$ cat src/common/seq_pkg.sv
// Purpose: shared constants and types for the clock, power and reset sequencer
// Assumes: apb with 32-bit data, 100 MHz pclk
// Notes: offsets are byte addresses of aligned words
package seq_pkg;
	// register byte offsets
	localparam logic [7:0] OFF_CONTROL = 8'h00;
	localparam logic [7:0] OFF_PCE = 8'h04;
	localparam logic [7:0] OFF_STATUS = 8'h08;
	localparam logic [7:0] OFF_IRQ_CLR = 8'h0C;
	localparam logic [7:0] OFF_IRQ_EN = 8'h10;
	localparam logic [7:0] OFF_MODE = 8'h14;
	// control register field positions
	localparam int CTL_WAIT_DIS = 0;
	localparam int CTL_STOP_DIS = 1;
	localparam int CTL_WAIT_LOCK = 2;
	localparam int CTL_STOP_LOCK = 3;
	localparam int CTL_SW_RESET = 4;
	// status event positions
	localparam int EV_WAKE = 0;
	localparam int EV_STOP_EXIT = 1;
	localparam int EV_WDOG_RST = 2;
	localparam int EV_SW_RST = 3;
	localparam int NUM_EVENTS = 4;
	// reset values
	localparam int NUM_PERIPH = 17;
	localparam logic [16:0] PCE_RESET = 17'h1FFFF;
	localparam logic [4:0] CONTROL_RESET = 5'h00;
	localparam logic [3:0] IRQ_EN_RESET = 4'h0;
	// timing
	localparam int CLK_PERIOD_NS = 10;
	localparam int POR_EXTEND_CYCLES = 2097152;
	localparam int WINDOW_CYCLES = 32;
	localparam logic [31:0] UNMAPPED_DATA = 32'h00000000;
	// power modes
	typedef enum logic [1:0] {MODE_RUN, MODE_WAIT, MODE_STOP} pmode_t;
	// reset sequence phases
	typedef enum logic [2:0] {PH_EXTEND, PH_CLOCKS, PH_PERIPH, PH_CORE, PH_DONE} rphase_t;
	// clock gate bundle toward the chip
	typedef struct packed {
		logic core_clk_en;
		logic periph_clk_en;
		logic [16:0] periph_gate;
	} clk_gate_t;
	// reset release bundle
	typedef struct packed {
		logic seq_rst_n;
		logic periph_rst_n;
		logic core_rst_n;
	} rst_out_t;
	// security interlocks
	typedef struct packed {
		logic block_ext_pspace;
		logic ext_boot_eff;
		logic debug_enable;
	} sec_out_t;
endpackage : seq_pkg

$ cat src/hdl/clock_power_reset_sequencer.sv
// Purpose: clock division, power modes, reset sequencing and security interlocks
// Assumes: pclk is the master clock; async inputs pass two flops first
// Notes: gated clock outputs are expressed as enables, applied by clock gate cells
`timescale 1ns/1ps
module clock_power_reset_sequencer #(
	parameter int POR_CYCLES = seq_pkg::POR_EXTEND_CYCLES,
	parameter int WIN_CYCLES = seq_pkg::WINDOW_CYCLES
) (
	input wire logic pclk,
	input wire logic presetn,
	input wire logic por_n,
	input wire logic ext_reset_n,
	input wire logic wdog_reset,
	input wire logic psel,
	input wire logic penable,
	input wire logic pwrite,
	input wire logic [7:0] paddr,
	input wire logic [31:0] pwdata,
	output logic [31:0] prdata,
	output logic pready,
	output logic pslverr,
	input wire logic stop_insn,
	input wire logic wait_insn,
	input wire logic [16:0] periph_irq,
	input wire logic [16:0] periph_irq_mask,
	input wire logic can_activity,
	input wire logic nonclocked_irq,
	input wire logic [15:0] security_bytes,
	input wire logic ext_boot_pin,
	output seq_pkg::clk_gate_t clk_gate,
	output logic half_clk,
	output seq_pkg::rst_out_t rst_out,
	output seq_pkg::sec_out_t sec_out,
	output seq_pkg::pmode_t power_mode,
	output logic irq
);
	localparam int CW = $clog2(POR_CYCLES + 1);

	////////////////////////////////////////////////////////////////////////
	// asynchronous reset merge and synchronisers
	logic ext_s1_ff, ext_s2_ff;
	logic can_s1_ff, can_s2_ff, nci_s1_ff, nci_s2_ff;
	logic [1:0] boot_sync_ff;
	wire async_rst_n = presetn & por_n & ext_reset_n;
	// release synchroniser: presetn, por_n or ext_reset_n clear it at once, release shows two edges later
	always_ff @(posedge pclk or negedge async_rst_n) begin
		if (!async_rst_n) begin
			ext_s1_ff <= 1'b0;
			ext_s2_ff <= 1'b0;
		end else begin
			ext_s1_ff <= 1'b1;
			ext_s2_ff <= ext_s1_ff;
		end
	end
	// wake sources and boot pin from outside the clock domain
	always_ff @(posedge pclk or negedge presetn) begin
		if (!presetn) begin
			can_s1_ff <= 1'b0;
			can_s2_ff <= 1'b0;
			nci_s1_ff <= 1'b0;
			nci_s2_ff <= 1'b0;
			boot_sync_ff <= 2'h0;
		end else begin
			can_s1_ff <= can_activity;
			can_s2_ff <= can_s1_ff;
			nci_s1_ff <= nonclocked_irq;
			nci_s2_ff <= nci_s1_ff;
			boot_sync_ff <= {boot_sync_ff[0], ext_boot_pin};
		end
	end

	////////////////////////////////////////////////////////////////////////
	// reset sequencer
	seq_pkg::rphase_t phase_ff, nxt_phase;
	logic [CW-1:0] cnt_ff, nxt_cnt;
	logic por_seen_ff;
	logic sync_rst;
	logic sw_rst_req;
	assign sync_rst = wdog_reset | sw_rst_req;
	wire cnt_last_ext = (cnt_ff == CW'(POR_CYCLES - 1));
	wire cnt_last_win = (cnt_ff == CW'(WIN_CYCLES - 1));
	// phase progression, each window counted out in full
	always_comb begin
		nxt_phase = phase_ff;
		nxt_cnt = cnt_ff + CW'(1);
		case (phase_ff)
			seq_pkg::PH_EXTEND: if (!por_seen_ff || cnt_last_ext) begin
				nxt_phase = seq_pkg::PH_CLOCKS;
				nxt_cnt = '0;
			end
			seq_pkg::PH_CLOCKS: if (cnt_last_win) begin
				nxt_phase = seq_pkg::PH_PERIPH;
				nxt_cnt = '0;
			end
			seq_pkg::PH_PERIPH: if (cnt_last_win) begin
				nxt_phase = seq_pkg::PH_CORE;
				nxt_cnt = '0;
			end
			seq_pkg::PH_CORE: if (cnt_last_win) begin
				nxt_phase = seq_pkg::PH_DONE;
				nxt_cnt = '0;
			end
			seq_pkg::PH_DONE: nxt_cnt = '0;
			default: begin
				nxt_phase = seq_pkg::PH_EXTEND;
				nxt_cnt = '0;
			end
		endcase
		if (sync_rst) begin
			nxt_phase = seq_pkg::PH_CLOCKS;
			nxt_cnt = '0;
		end
		// hold the sequence until reset release has passed both synchroniser stages
		if (!ext_s2_ff) begin
			nxt_phase = phase_ff;
			nxt_cnt = cnt_ff;
		end
	end
	// por_seen marks a reset caused by power-on; cleared once extension ends
	always_ff @(posedge pclk or negedge async_rst_n) begin
		if (!async_rst_n) begin
			phase_ff <= seq_pkg::PH_EXTEND;
			cnt_ff <= '0;
		end else begin
			phase_ff <= nxt_phase;
			cnt_ff <= nxt_cnt;
		end
	end
	always_ff @(posedge pclk or negedge por_n) begin
		if (!por_n) begin
			por_seen_ff <= 1'b1;
		end else if (phase_ff != seq_pkg::PH_EXTEND) begin
			por_seen_ff <= 1'b0;
		end
	end
	// release outputs from flops so they release only on pclk edges; async reset clears them at once
	always_ff @(posedge pclk or negedge async_rst_n) begin
		if (!async_rst_n) begin
			rst_out <= '0;
		end else begin
			rst_out.seq_rst_n <= (nxt_phase != seq_pkg::PH_EXTEND);
			rst_out.periph_rst_n <= (nxt_phase != seq_pkg::PH_EXTEND) && (nxt_phase != seq_pkg::PH_CLOCKS);
			rst_out.core_rst_n <= (nxt_phase == seq_pkg::PH_DONE);
		end
	end
	wire run_ok = (phase_ff == seq_pkg::PH_DONE);

	////////////////////////////////////////////////////////////////////////
	// security capture at release of peripheral reset
	logic secure_ff, ext_boot_ff;
	always_ff @(posedge pclk or negedge async_rst_n) begin
		if (!async_rst_n) begin
			secure_ff <= 1'b1;
			ext_boot_ff <= 1'b0;
		end else if (phase_ff == seq_pkg::PH_PERIPH && cnt_ff == '0) begin
			secure_ff <= (security_bytes != 16'hFFFF);
			ext_boot_ff <= boot_sync_ff[1];
		end
	end
	// interlocks: no external code, no external boot, no debug
	assign sec_out.block_ext_pspace = secure_ff;
	assign sec_out.ext_boot_eff = ext_boot_ff & ~secure_ff;
	assign sec_out.debug_enable = ~secure_ff;

	////////////////////////////////////////////////////////////////////////
	// apb slave and registers
	logic [4:0] ctl_ff;
	logic [16:0] pce_ff;
	logic [3:0] status_ff, irq_en_ff;
	wire wr_acc = psel & penable & pwrite;
	wire hit_ctl = (paddr == seq_pkg::OFF_CONTROL);
	wire hit_pce = (paddr == seq_pkg::OFF_PCE);
	wire hit_sts = (paddr == seq_pkg::OFF_STATUS);
	wire hit_clr = (paddr == seq_pkg::OFF_IRQ_CLR);
	wire hit_en = (paddr == seq_pkg::OFF_IRQ_EN);
	wire hit_mode = (paddr == seq_pkg::OFF_MODE);
	wire mapped = hit_ctl | hit_pce | hit_sts | hit_clr | hit_en | hit_mode;
	assign pready = 1'b1;
	assign pslverr = psel & penable & ~mapped;
	assign sw_rst_req = wr_acc & hit_ctl & pwdata[seq_pkg::CTL_SW_RESET];
	// lock bits only set by software; they clear only on reset
	always_ff @(posedge pclk or negedge async_rst_n) begin
		if (!async_rst_n) begin
			ctl_ff <= seq_pkg::CONTROL_RESET;
			pce_ff <= seq_pkg::PCE_RESET;
			irq_en_ff <= seq_pkg::IRQ_EN_RESET;
		end else begin
			if (wr_acc && hit_ctl) begin
				ctl_ff[seq_pkg::CTL_WAIT_DIS] <= pwdata[seq_pkg::CTL_WAIT_DIS] | ctl_ff[seq_pkg::CTL_WAIT_LOCK];
				ctl_ff[seq_pkg::CTL_STOP_DIS] <= pwdata[seq_pkg::CTL_STOP_DIS] | ctl_ff[seq_pkg::CTL_STOP_LOCK];
				ctl_ff[seq_pkg::CTL_WAIT_LOCK] <= pwdata[seq_pkg::CTL_WAIT_LOCK] | ctl_ff[seq_pkg::CTL_WAIT_LOCK];
				ctl_ff[seq_pkg::CTL_STOP_LOCK] <= pwdata[seq_pkg::CTL_STOP_LOCK] | ctl_ff[seq_pkg::CTL_STOP_LOCK];
			end
			if (wr_acc && hit_pce) begin
				pce_ff <= pwdata[16:0];
			end
			if (wr_acc && hit_en) begin
				irq_en_ff <= pwdata[3:0];
			end
			if (sync_rst) begin
				ctl_ff <= seq_pkg::CONTROL_RESET;
			end
		end
	end
	wire wait_dis = ctl_ff[seq_pkg::CTL_WAIT_DIS] | ctl_ff[seq_pkg::CTL_WAIT_LOCK];
	wire stop_dis = ctl_ff[seq_pkg::CTL_STOP_DIS] | ctl_ff[seq_pkg::CTL_STOP_LOCK];

	////////////////////////////////////////////////////////////////////////
	// power mode machine
	seq_pkg::pmode_t mode_ff, nxt_mode;
	wire [16:0] live_irq = periph_irq & ~periph_irq_mask;
	wire wake_wait = |live_irq;
	wire wake_stop = can_s2_ff | nci_s2_ff;
	always_comb begin
		nxt_mode = mode_ff;
		case (mode_ff)
			seq_pkg::MODE_RUN: begin
				if (run_ok && stop_insn && !stop_dis) begin
					nxt_mode = seq_pkg::MODE_STOP;
				end else if (run_ok && wait_insn && !wait_dis) begin
					nxt_mode = seq_pkg::MODE_WAIT;
				end
			end
			seq_pkg::MODE_WAIT: if (wake_wait) begin
				nxt_mode = seq_pkg::MODE_RUN;
			end
			seq_pkg::MODE_STOP: if (wake_stop) begin
				nxt_mode = seq_pkg::MODE_RUN;
			end
			default: nxt_mode = seq_pkg::MODE_RUN;
		endcase
	end
	// resets end stop mode through the async reset and the sync sources
	always_ff @(posedge pclk or negedge async_rst_n) begin
		if (!async_rst_n) begin
			mode_ff <= seq_pkg::MODE_RUN;
		end else if (sync_rst) begin
			mode_ff <= seq_pkg::MODE_RUN;
		end else begin
			mode_ff <= nxt_mode;
		end
	end
	assign power_mode = mode_ff;

	////////////////////////////////////////////////////////////////////////
	// clock division and gate enables
	logic half_ff;
	always_ff @(posedge pclk or negedge async_rst_n) begin
		if (!async_rst_n) begin
			half_ff <= 1'b0;
		end else begin
			half_ff <= ~half_ff;
		end
	end
	assign half_clk = half_ff;
	// enables change on the rising pclk edge except when async reset clears them, so a latch-type gate gives no glitch
	always_ff @(posedge pclk or negedge async_rst_n) begin
		if (!async_rst_n) begin
			clk_gate <= '0;
		end else begin
			clk_gate.core_clk_en <= rst_out.seq_rst_n && (nxt_mode == seq_pkg::MODE_RUN);
			clk_gate.periph_clk_en <= rst_out.seq_rst_n && (nxt_mode != seq_pkg::MODE_STOP);
			clk_gate.periph_gate <= pce_ff;
		end
	end

	////////////////////////////////////////////////////////////////////////
	// sticky events and interrupt
	logic [3:0] ev;
	assign ev[seq_pkg::EV_WAKE] = (mode_ff == seq_pkg::MODE_WAIT) && (nxt_mode == seq_pkg::MODE_RUN);
	assign ev[seq_pkg::EV_STOP_EXIT] = (mode_ff == seq_pkg::MODE_STOP) && (nxt_mode == seq_pkg::MODE_RUN);
	assign ev[seq_pkg::EV_WDOG_RST] = wdog_reset;
	assign ev[seq_pkg::EV_SW_RST] = sw_rst_req;
	wire [3:0] clr = (wr_acc && hit_clr) ? pwdata[3:0] : 4'h0;
	// set wins over a clear in the same cycle
	always_ff @(posedge pclk or negedge async_rst_n) begin
		if (!async_rst_n) begin
			status_ff <= 4'h0;
		end else begin
			status_ff <= (status_ff & ~clr) | ev;
		end
	end
	assign irq = |(status_ff & irq_en_ff);

	////////////////////////////////////////////////////////////////////////
	// read mux
	always_comb begin
		prdata = seq_pkg::UNMAPPED_DATA;
		if (hit_ctl) prdata = {27'h0, ctl_ff};
		if (hit_pce) prdata = {15'h0, pce_ff};
		if (hit_sts) prdata = {28'h0, status_ff};
		if (hit_en) prdata = {28'h0, irq_en_ff};
		if (hit_mode) prdata = {24'h0, 3'(phase_ff), secure_ff, 2'h0, 2'(mode_ff)};
	end

	////////////////////////////////////////////////////////////////////////
	// assertions
	property p_wait_gates_core;
		@(posedge pclk) disable iff (!presetn)
		(mode_ff == seq_pkg::MODE_WAIT) |-> !clk_gate.core_clk_en && clk_gate.periph_clk_en;
	endproperty
	a_wait_gates_core: assert property (p_wait_gates_core) else $error("core clock on in wait");
	property p_wait_wake;
		@(posedge pclk) disable iff (!presetn)
		(mode_ff == seq_pkg::MODE_WAIT && wake_wait && !sync_rst) |=> mode_ff == seq_pkg::MODE_RUN ##0 clk_gate.core_clk_en;
	endproperty
	a_wait_wake: assert property (p_wait_wake) else $error("wait not left on interrupt");
	property p_stop_hold;
		@(posedge pclk) disable iff (!async_rst_n)
		(mode_ff == seq_pkg::MODE_STOP && !wake_stop && !sync_rst) |=> mode_ff == seq_pkg::MODE_STOP;
	endproperty
	a_stop_hold: assert property (p_stop_hold) else $error("stop left without cause");
	property p_disabled_insn;
		@(posedge pclk) disable iff (!presetn)
		(mode_ff == seq_pkg::MODE_RUN && stop_dis && wait_dis) |=> mode_ff == seq_pkg::MODE_RUN;
	endproperty
	a_disabled_insn: assert property (p_disabled_insn) else $error("disabled instruction slept");
	property p_lock_sticks;
		@(posedge pclk) disable iff (!presetn || !async_rst_n)
		ctl_ff[seq_pkg::CTL_STOP_LOCK] && !sync_rst |=> ctl_ff[seq_pkg::CTL_STOP_LOCK];
	endproperty
	a_lock_sticks: assert property (p_lock_sticks) else $error("lock cleared without reset");
	property p_window_len;
		@(posedge pclk) disable iff (!async_rst_n || sync_rst)
		$rose(phase_ff == seq_pkg::PH_CORE) |-> (phase_ff == seq_pkg::PH_CORE) [*8];
	endproperty
	a_window_len: assert property (p_window_len) else $error("core window too short");
	property p_core_after_periph;
		@(posedge pclk) disable iff (!presetn)
		rst_out.core_rst_n |-> rst_out.periph_rst_n && rst_out.seq_rst_n;
	endproperty
	a_core_after_periph: assert property (p_core_after_periph) else $error("release order broken");
	property p_secure_debug;
		@(posedge pclk) disable iff (!presetn)
		secure_ff |-> !sec_out.debug_enable && !sec_out.ext_boot_eff && sec_out.block_ext_pspace;
	endproperty
	a_secure_debug: assert property (p_secure_debug) else $error("secure interlock open");
	property p_half_rate;
		@(posedge pclk) disable iff (!presetn)
		half_clk |=> !half_clk;
	endproperty
	a_half_rate: assert property (p_half_rate) else $error("half clock not toggling");
	property p_half_rise;
		@(posedge pclk) disable iff (!async_rst_n)
		ext_s2_ff && !half_clk |=> half_clk;
	endproperty
	a_half_rise: assert property (p_half_rise) else $error("half clock stuck low");
	property p_periph_release;
		@(posedge pclk) disable iff (!async_rst_n)
		(phase_ff == seq_pkg::PH_PERIPH) |-> rst_out.periph_rst_n;
	endproperty
	a_periph_release: assert property (p_periph_release) else $error("peripherals held in second window");
	property p_sticky_set;
		@(posedge pclk) disable iff (!presetn)
		ev[seq_pkg::EV_WAKE] |=> status_ff[seq_pkg::EV_WAKE];
	endproperty
	a_sticky_set: assert property (p_sticky_set) else $error("event lost");
endmodule : clock_power_reset_sequencer

$ cat config.mk
export PLATFORM = sky130hd
export DESIGN_NAME = clock_power_reset_sequencer
export DESIGN_NICKNAME = d
export VERILOG_FILES = /design/src/common/seq_pkg.sv /design/src/hdl/clock_power_reset_sequencer.sv
export SDC_FILE = /design/constraint.sdc
export NUM_CORES = 1
export LEC_CHECK = 0
export BUFFER_PORTS_ARGS = -buffer_cell sky130_fd_sc_hd__buf_4
export CORE_ASPECT_RATIO = 0.7
export CORE_UTILIZATION = 40
export DETAILED_ROUTE_END_ITERATION = 10
export PLACE_DENSITY_LB_ADDON = 0.08
export SLEW_MARGIN = 20
export SYNTH_ARGS = -nofsm -noshare
export SYNTH_HDL_FRONTEND = slang
export SYNTH_SLANG_ARGS = --single-unit
$ cat constraint.sdc
create_clock -name pclk -period 3.14 [get_ports pclk]
set_input_delay 0.471 -clock pclk [delete_from_list [all_inputs] [get_ports pclk]]
set_output_delay 0.471 -clock pclk [all_outputs]
set_load 0.02 [all_outputs]
==> results.md, run 1 <==
* Mapped Avg Cell Area at 10.2 sq um
* RR Startpoint: cnt_ff[0]
* CP startpoint kind: flop
* Total grt overflow at 0
* Sum Neg Setup Slack at 0 ns
* CP endpoint: cnt_ff[14]
* PnR worst setup slack at 0.673 ns
* Largest net degree at the start of global routing at 53
* Worst slack, placed at 0.235 ns
* I/O Pins at 166
* Post-CTS setup buffer count at 0
* Max VDD drop at 0.302 mV
* Fin nets at 676
* Unique masters post-synth at 61
* Most instantiated cells after synthesis: 71 x dfrtp_1, 26 x nor2_1, 25 x inv_1
* Vias per Instance at 5.35
* GRT Resource Usage Total at 0.198
* Starting Density at 0.422
* CTS HTree Levels at 3
* First-pass DRT Iterations at 4
* Hold crit path type: in2async
* Die width at 129 microns
* Tmin final at 2.47 ns
* DP Area at 5590 sq um
* Routed len/inst at 15.6 microns
* R2R Setup Slk at 0.67 ns
* P&R area growth vs syn at 31.5%
* Post-route cell area at 5900 sq um
* Status: complete, no violations
* Max Cap Violations at 0
* Die area at 11,700 sq um
* Global-route wire length before repair at 17,800 microns
* WP data arrival at 2.69 ns
* Final RePlAce weighted congestion at 0.801
* Clock Path Buffers at 2
* Slowest CP cell: a2111o_2
* Synth area leader: dfrtp_1
* Most common cell in the netlist: dfrtp_1
* Crit Path Class: reg2reg
* DRC viols at 0
* CTS Sinks at 90
* Period utilization at 0.786
* Post-synth ARST share at 1.00
* Routed Antenna Nets at 0
* Synth area leaders: dfrtp_1 40%, dfstp_2 11%, mux2_2 5.8%
* CP required at 3.36 ns
* Worst Path Max Fanout at 20
* Worst flop-to-flop path endpoint: cnt_ff[14]
* Final setup fails at 0
* Main synth FF type: dfrtp_1
* Max Slew Vio Count at 0
* Clock skew at 0.00636 ns
* Worst path max stage delay at 0.45 ns
* Relative slew slack at 0.582
* Core area at 10,600 sq um
* Share of cells above drive strength 1 at 0.366
* Initial drt markers at 158
* Post-Route WL at 11,300 microns
* CTS root buf: clkbuf_16
* #FFs+latches synth at 90
* Final hold vios at 0
* Leakage dissipation at 0.00284 uW
* Area fraction of the dominant cell type after synthesis at 0.396
* Skew-Pair Late Insertion Delay at 0.34 ns
* Clock-pin slew on the worst setup and hold paths at 0.07 ns
* CP cell instances: ha_1 -> nand4_1 -> nand4bb_1 -> o211ai_2 -> a2111o_2 -> nor3_1 -> a211o_1
* Cell Pwr Density at 466 nW/um^2
* Num rows at 31
* Number of flops mapped to enable cells by yosys at 0
* Mapped Cells at 439
* Die height at 90.6 microns
* CTS buffer count at 9
* R2R cell count at 7
* Max Fclk at 405 MHz
* Mapped Area at 4490 sq um
* Hold_ws at 0.0748 ns
* RSZ-0062 raised after global routing: no
* Worst-margin pin slew at 0.628 ns
* Sequential cell area fraction in the yosys report at 0.507
* Antenna fix cells at 0
* Total number of vias at 3,871
* Crit. End Element: flop
* CP Launch Point: cnt_ff[0]
* Vias in the first global route at 3,558
* Initial antenna violation count at 0
* IO buf count at 134
* CTS tree: yes
* Hpwl dp at 8220 microns
* Synthesis Warnings at 0
==> where the power goes <==
part           leakage [uW]  internal (uW)  switching (uW)  total [uW]
clock              0.000146            623             462        1090
sequential          0.00114           1230            88.9        1320
combinational       0.00156            175             176         351
total               0.00284           2030             727        2750
==> cell usage in the layout (no fill, tap or decap), types with 3 or more instances in the layout <==
| cell type | netlist | final |
|---|---|---|
| mux2i_1 | 7 | 7 |
| buf_4 | 18 | 140 |
| nor4b_1 | 3 | 3 |
| dfrtp_1 | 71 | 71 |
| nand2_1 | 23 | 23 |
| o21ai_0 | 14 | 14 |
| nand2b_1 | 9 | 9 |
| o31ai_1 | 9 | 9 |
| inv_1 | 25 | 25 |
| conb_1 | 2 | 17 |
| a22oi_1 | 4 | 4 |
| a211oi_1 | 3 | 3 |
| a21oi_1 | 10 | 9 |
| clkbuf_16 | 0 | 9 |
| a31oi_1 | 9 | 9 |
| and4_1 | 4 | 4 |
| nor2_1 | 26 | 26 |
| dfstp_2 | 19 | 19 |
| nand4_1 | 14 | 14 |
| nor3_1 | 17 | 17 |
| and3_1 | 22 | 21 |
| mux2_2 | 23 | 23 |
| o2111ai_1 | 3 | 3 |
| or2_2 | 3 | 3 |
| nand3_1 | 18 | 18 |
| o22ai_1 | 3 | 3 |
| nor4_1 | 6 | 6 |
| and2_1 | 3 | 3 |
| nor2b_1 | 14 | 14 |
| a211o_1 | 5 | 5 |
==> critical path, delay by kind of cell, from the launching register on <==
kind	cells	cell delay, ns
adder cells (fa/ha/maj)	1	0.21
flip-flops	1	0.39
AO/OA/AOI/OAI	3	1.05
AND/OR/NAND/NOR	3	0.70
==> metrics by stage <==
stage	utilization	cells	power, uW
finish	0.555	724	2750
global route	0.555	724	2880
CTS	0.555	724	2780
detailed placement	0.526	707	1680
global placement	0.526	707	1670
floorplan	-	454	1540
==> registers in the layout (all words and copies together) (netlist names), 3 cells and up <==
name / flops
cnt_ff: 22
clk_gate: 19
pce_ff: 17
ctl_ff: 4
irq_en_ff: 4
status_ff: 4
phase_ff: 3
rst_out: 3
==> cell families (layout without fill, tap and decap cells) <==
group,Yosys count,count (layout),synth area share
AO/OA/AOI/OAI,80,80,0.128
adder cells (fa/ha/maj),2,2,0.00557
buffers and inverters,62,184,0.0705
flip-flops,90,90,0.507
multiplexers,30,30,0.0733
other,2,17,0.00167
AND/OR/NAND/NOR,173,173,0.214
==> per-layer routing <==
layer	GRT usage	vias up	wire length, microns
li1	-	1830	-
met1	0.269	1866	5160
met2	0.296	162	4900
met3	0.0752	13	1100
met4	0.0510	0	111
met5	0	-	0
==> how the worst min path moves through the flow <==
stage	to	slack, ns
floorplan	boot_sync_ff[0]	0.18
global placement	boot_sync_ff[0]	0.28
detailed placement	boot_sync_ff[0]	0.29
CTS	por_seen_ff	0.06
global route	por_seen_ff	0.06
finish	por_seen_ff	0.07
==> final cells by class <==
cell class | count | area, sq um
Fill cell | 993 | 4720
Sequential cell | 90 | 2280
Multi-Input combinational cell | 302 | 1960
Timing Repair Buffer | 142 | 1080
Clock buffer | 9 | 225
Tap cell | 148 | 185
Inverter | 26 | 97.6
Clock inverter | 7 | 77.6
==> timing repair <==
action,in CTS,in global routing
hold buffers,1,0
resized for setup,0,0
endpoints found under the setup margin,0,0
hold endpoints to repair,6,0
Power figures use the tool's default switching activity.
==> inputs of run 2 (changes only) <==
ABC_AREA = 1   (was default)
clock period = 2.5 ns   (was 3.14 ns; I/O delays follow)
==> results.md, run 2 <==
* CP required at 2.12 ns (-1.24 ns)
* PnR worst setup slack at 0.360 ns (-0.313 ns)
* Worst path max stage delay at 0.28 ns (-0.17 ns)
* Die height at 91.9 microns (+1.4%)
* CTS Sinks at 90 (unchanged)
* Mapped Area at 4620 sq um (+3.0%)
* Die width at 130 microns (+1.4%)
* Clock skew at 0.00724 ns (+0.000877 ns)
* Reg power frac at 0.485 (+0.007)
* Main synth FF type: dfrtp_1
* First-pass DRT Iterations at 4 (unchanged)
* Simple-gate share of the synthesized area at 0.264 (+0.0505)
* CTS root buf: clkbuf_16
* Synthesis Warnings at 0 (unchanged)
* Hold path cells at 1
* WP data arrival at 1.76 ns (-0.93 ns)
* Fin nets at 819 (+21%)
* CP startpoint kind: input pin
* DRC viols at 0 (unchanged)
* Crit Path Class: in2out
* Slowest CP cell: nor3b_4
* Most common cell in the netlist: nand2_1
* Final setup fails at 0 (unchanged)
* Area fraction of the dominant cell type after synthesis at 0.385 (-0.0114)
* Commonest non-fill, non-tap cell in the layout: buf_4
* Cell Pwr Density at 517 nW/um^2 (+11%)
* Global-route wire length before repair at 18,700 microns (+5.4%)
* Complex-gate fraction of the synthesized area at 0.0913 (-0.0367)
* Fillers at 1,061 (+6.8%)
* Tmin final at 2.14 ns
* Total grt overflow at 0 (unchanged)
* IO buf count at 134 (unchanged)
* Routed len/inst at 13.1 microns (-16%)
* Initial drt markers at 297 (+88%)
* Period utilization at 0.856
* Largest family of logic cells by synthesized area: simple AND/OR/NAND/NOR gates
* Core area at 11,100 sq um (+4.7%)
* # placed instances at 854 (+21%)
* Hpwl dp at 8820 microns (+7.3%)
* CP top delay family: simple AND/OR/NAND/NOR gates
* Sum Neg Setup Slack at 0 ns (unchanged)
* Num rows at 32 (+3.2%)
* #FFs+latches synth at 90 (unchanged)
* Share of power burned in combinational logic at 0.111 (-0.016)
* Max Cap Violations at 0 (unchanged)
* Status: complete, no violations
* Most instantiated cells after synthesis: 116 x nand2_1, 85 x inv_1, 77 x nor2_1
* RSZ-0062 raised after global routing: no
* Clock network fraction of total power at 0.403 (+0.009)
* Worst Path Max Fanout at 10 (-50%)
* Mapped Cells at 572 (+30%)
* R2R cell count at 11 (+4)
* Leakage dissipation at 0.00314 uW (+11%)
* GRT Resource Usage Total at 0.203 (+0.00525)
* Layout Cells excl Fill at 872 (+20%)
* Max Slew Vio Count at 0 (unchanged)
* Mapped Avg Cell Area at 8.08 sq um (-21%)
* Sw Share at 0.252 (-0.0118)
* CTS tree: yes
* Vias in the first global route at 3,906 (+9.8%)
* Initial antenna violation count at 0 (unchanged)
* Worst path bufs/invs at 3 (+3)
* Final RePlAce weighted congestion at 0.894 (+12%)
* Unique masters post-synth at 43 (-30%)
* Share of cells above drive strength 1 at 0.278 (-0.0882)
* Multiplexer share of the synthesized area at 0.0114 (-0.0619)
* Clock-pin slew on the worst setup and hold paths at 0.07 ns (about the same)
* Skew-Pair Late Insertion Delay at 0.34 ns (about the same)
* Clock Path Buffers at 2 (unchanged)
* Post-Synth Adder-Cell Area at 0.00542 (-0.000160)
* Vias per Instance at 4.71 (-12%)
* Synth area leaders: dfrtp_1 38%, dfstp_2 11%, nand2_1 9.4%
* Post-Route WL at 11,400 microns (+1.6%)
* Number of flops mapped to enable cells by yosys at 0 (unchanged)
* Crit path top cell by count: buf_4
* Int Power at 2340 uW (+15%)
* Synth area leader: dfrtp_1
* Starting Density at 0.415 (-0.00717)
* CTS HTree Levels at 3 (unchanged)
* Max reg flops at 22 (unchanged)
* Final hold vios at 0 (unchanged)
* Crit. End Element: output port
* Antenna fix cells at 0 (unchanged)
* Die area at 12,000 sq um (+2.9%)
* Cell count along the critical path at 10 (+3)
* Routed Antenna Nets at 0 (unchanged)
* Total number of vias at 4,106 (+6.1%)
* Post-synth ARST share at 1.00 (unchanged)
* Post-CTS setup buffer count at 0 (unchanged)
* Largest net degree at the start of global routing at 38 (-28%)
* Sequential cell area fraction in the yosys report at 0.493 (-0.0146)
* P&R area growth vs syn at 30.8%
* Hold crit path type: in2reg
* XOR/XNOR Fraction of Synth Area at 0.0190 (+0.0190)
* Largest registers: cnt_ff x22, clk_gate x19, pce_ff x17
* DP Area at 5750 sq um (+2.9%)
* Max VDD drop at 0.318 mV (+5.5%)
* CP cell instances: buf_4 -> nor2_4 -> nor3b_4 -> nand2_4 -> clkinv_4 -> nand2_1 -> o211ai_1 -> o21ai_0 -> a21oi_1 -> buf_4
* Worst slack, placed at 0.365 ns (+0.130 ns)
* Post-route cell area at 6040 sq um (+2.4%)
* CTS buffer count at 9 (unchanged)
* Top reg by flops: cnt_ff
* Sw Pwr at 788 uW (+8.4%)
* Max Fclk at 467 MHz
* Commonest non-fill, non-tap cells in the layout: 139 x buf_4, 116 x nand2_1, 85 x inv_1
* I/O Pins at 166 (unchanged)
-- run 2: cell types whose count changed after synthesis, sizes merged, moves of 12 or more --
cell / before / now
and3: 22 / 2
inv: 25 / 87
mux2: 23 / 4
nand2: 24 / 119
nand3: 18 / 36
nor2: 26 / 83
nor2b: 14 / 0
nor3: 17 / 5
o21ai: 14 / 47
-- run 2: worst register-to-register path, cell delays in order, from the launching register on --
cell	delay, ns
dfrtp_1	0.41
ha_1	0.23
nand3_2	0.15
inv_2	0.07
nand2_1	0.13
nor2_2	0.24
nand2_1	0.09
nand2_1	0.10
o21ai_2	0.05
buf_4	0.21
nand4_1	0.12
o21ai_0	0.09
-- run 2: worst paths after layout --
check,from,to,slack [ns]
max in group asynchronous,presetn,pce_ff[3],1.08
worst max register to register,cnt_ff[0],cnt_ff[4],0.51
min in group asynchronous,ext_reset_n,ext_boot_ff,0.18
worst max-delay path,paddr[1],prdata[2],0.36
worst min-delay path,nonclocked_irq,nci_s1_ff,0.14
worst min register to register,can_s1_ff,can_s2_ff,0.35
-- run 2: metrics by stage --
stage / hold slack, ns / total power [uW] / utilization
floorplan: 0.0794 / 1730 / -
global placement: 0.190 / 1880 / 0.516
detailed placement: 0.190 / 1890 / 0.516
CTS: 0.130 / 3170 / 0.543
global route: 0.125 / 3260 / 0.543
finish: 0.141 / 3120 / 0.543
-- run 2: power groups by stage --
stage	Clock, uW	Combinational (uW)	Sequential, uW
after floorplan	0	178	1550
after global placement	0	343	1540
after detailed placement	0	348	1540
after CTS	1310	351	1520
after global routing	1360	388	1520
final	1260	348	1520
-- run 2: layout make-up --
class	count	area (sq um)	share of cell area
timing repair buffer	142	1080	0.179
clock inverter	6	47.5	0.00787
tap	153	191	0.0317
sequential	90	2280	0.377
multi-input combinational	382	1880	0.311
clock buffer	10	229	0.0379
inverter	89	339	0.0561
-- run 2: routing by layer --
layer / track usage / vias up / wire (microns)
met5: 0 / - / 0
met4: 0.0498 / 0 / 159
met3: 0.0473 / 14 / 719
met2: 0.301 / 156 / 4840
met1: 0.299 / 1861 / 5720
li1: - / 2075 / -
-- run 2: kinds of logic (layout without fill, tap and decap cells) --
group | Yosys count | in the layout
AO/OA/AOI/OAI | 77 | 77
XOR/XNOR | 10 | 10
adder cells (fa/ha/maj) | 2 | 2
buffers and inverters | 115 | 247
flip-flops | 90 | 90
multiplexers | 4 | 4
other | 2 | 17
AND/OR/NAND/NOR | 272 | 272
-- run 2: what timing repair did --
action	in CTS	in global routing
gates resized for setup	0	0
hold buffers	2	0
endpoints found under the hold margin	7	0
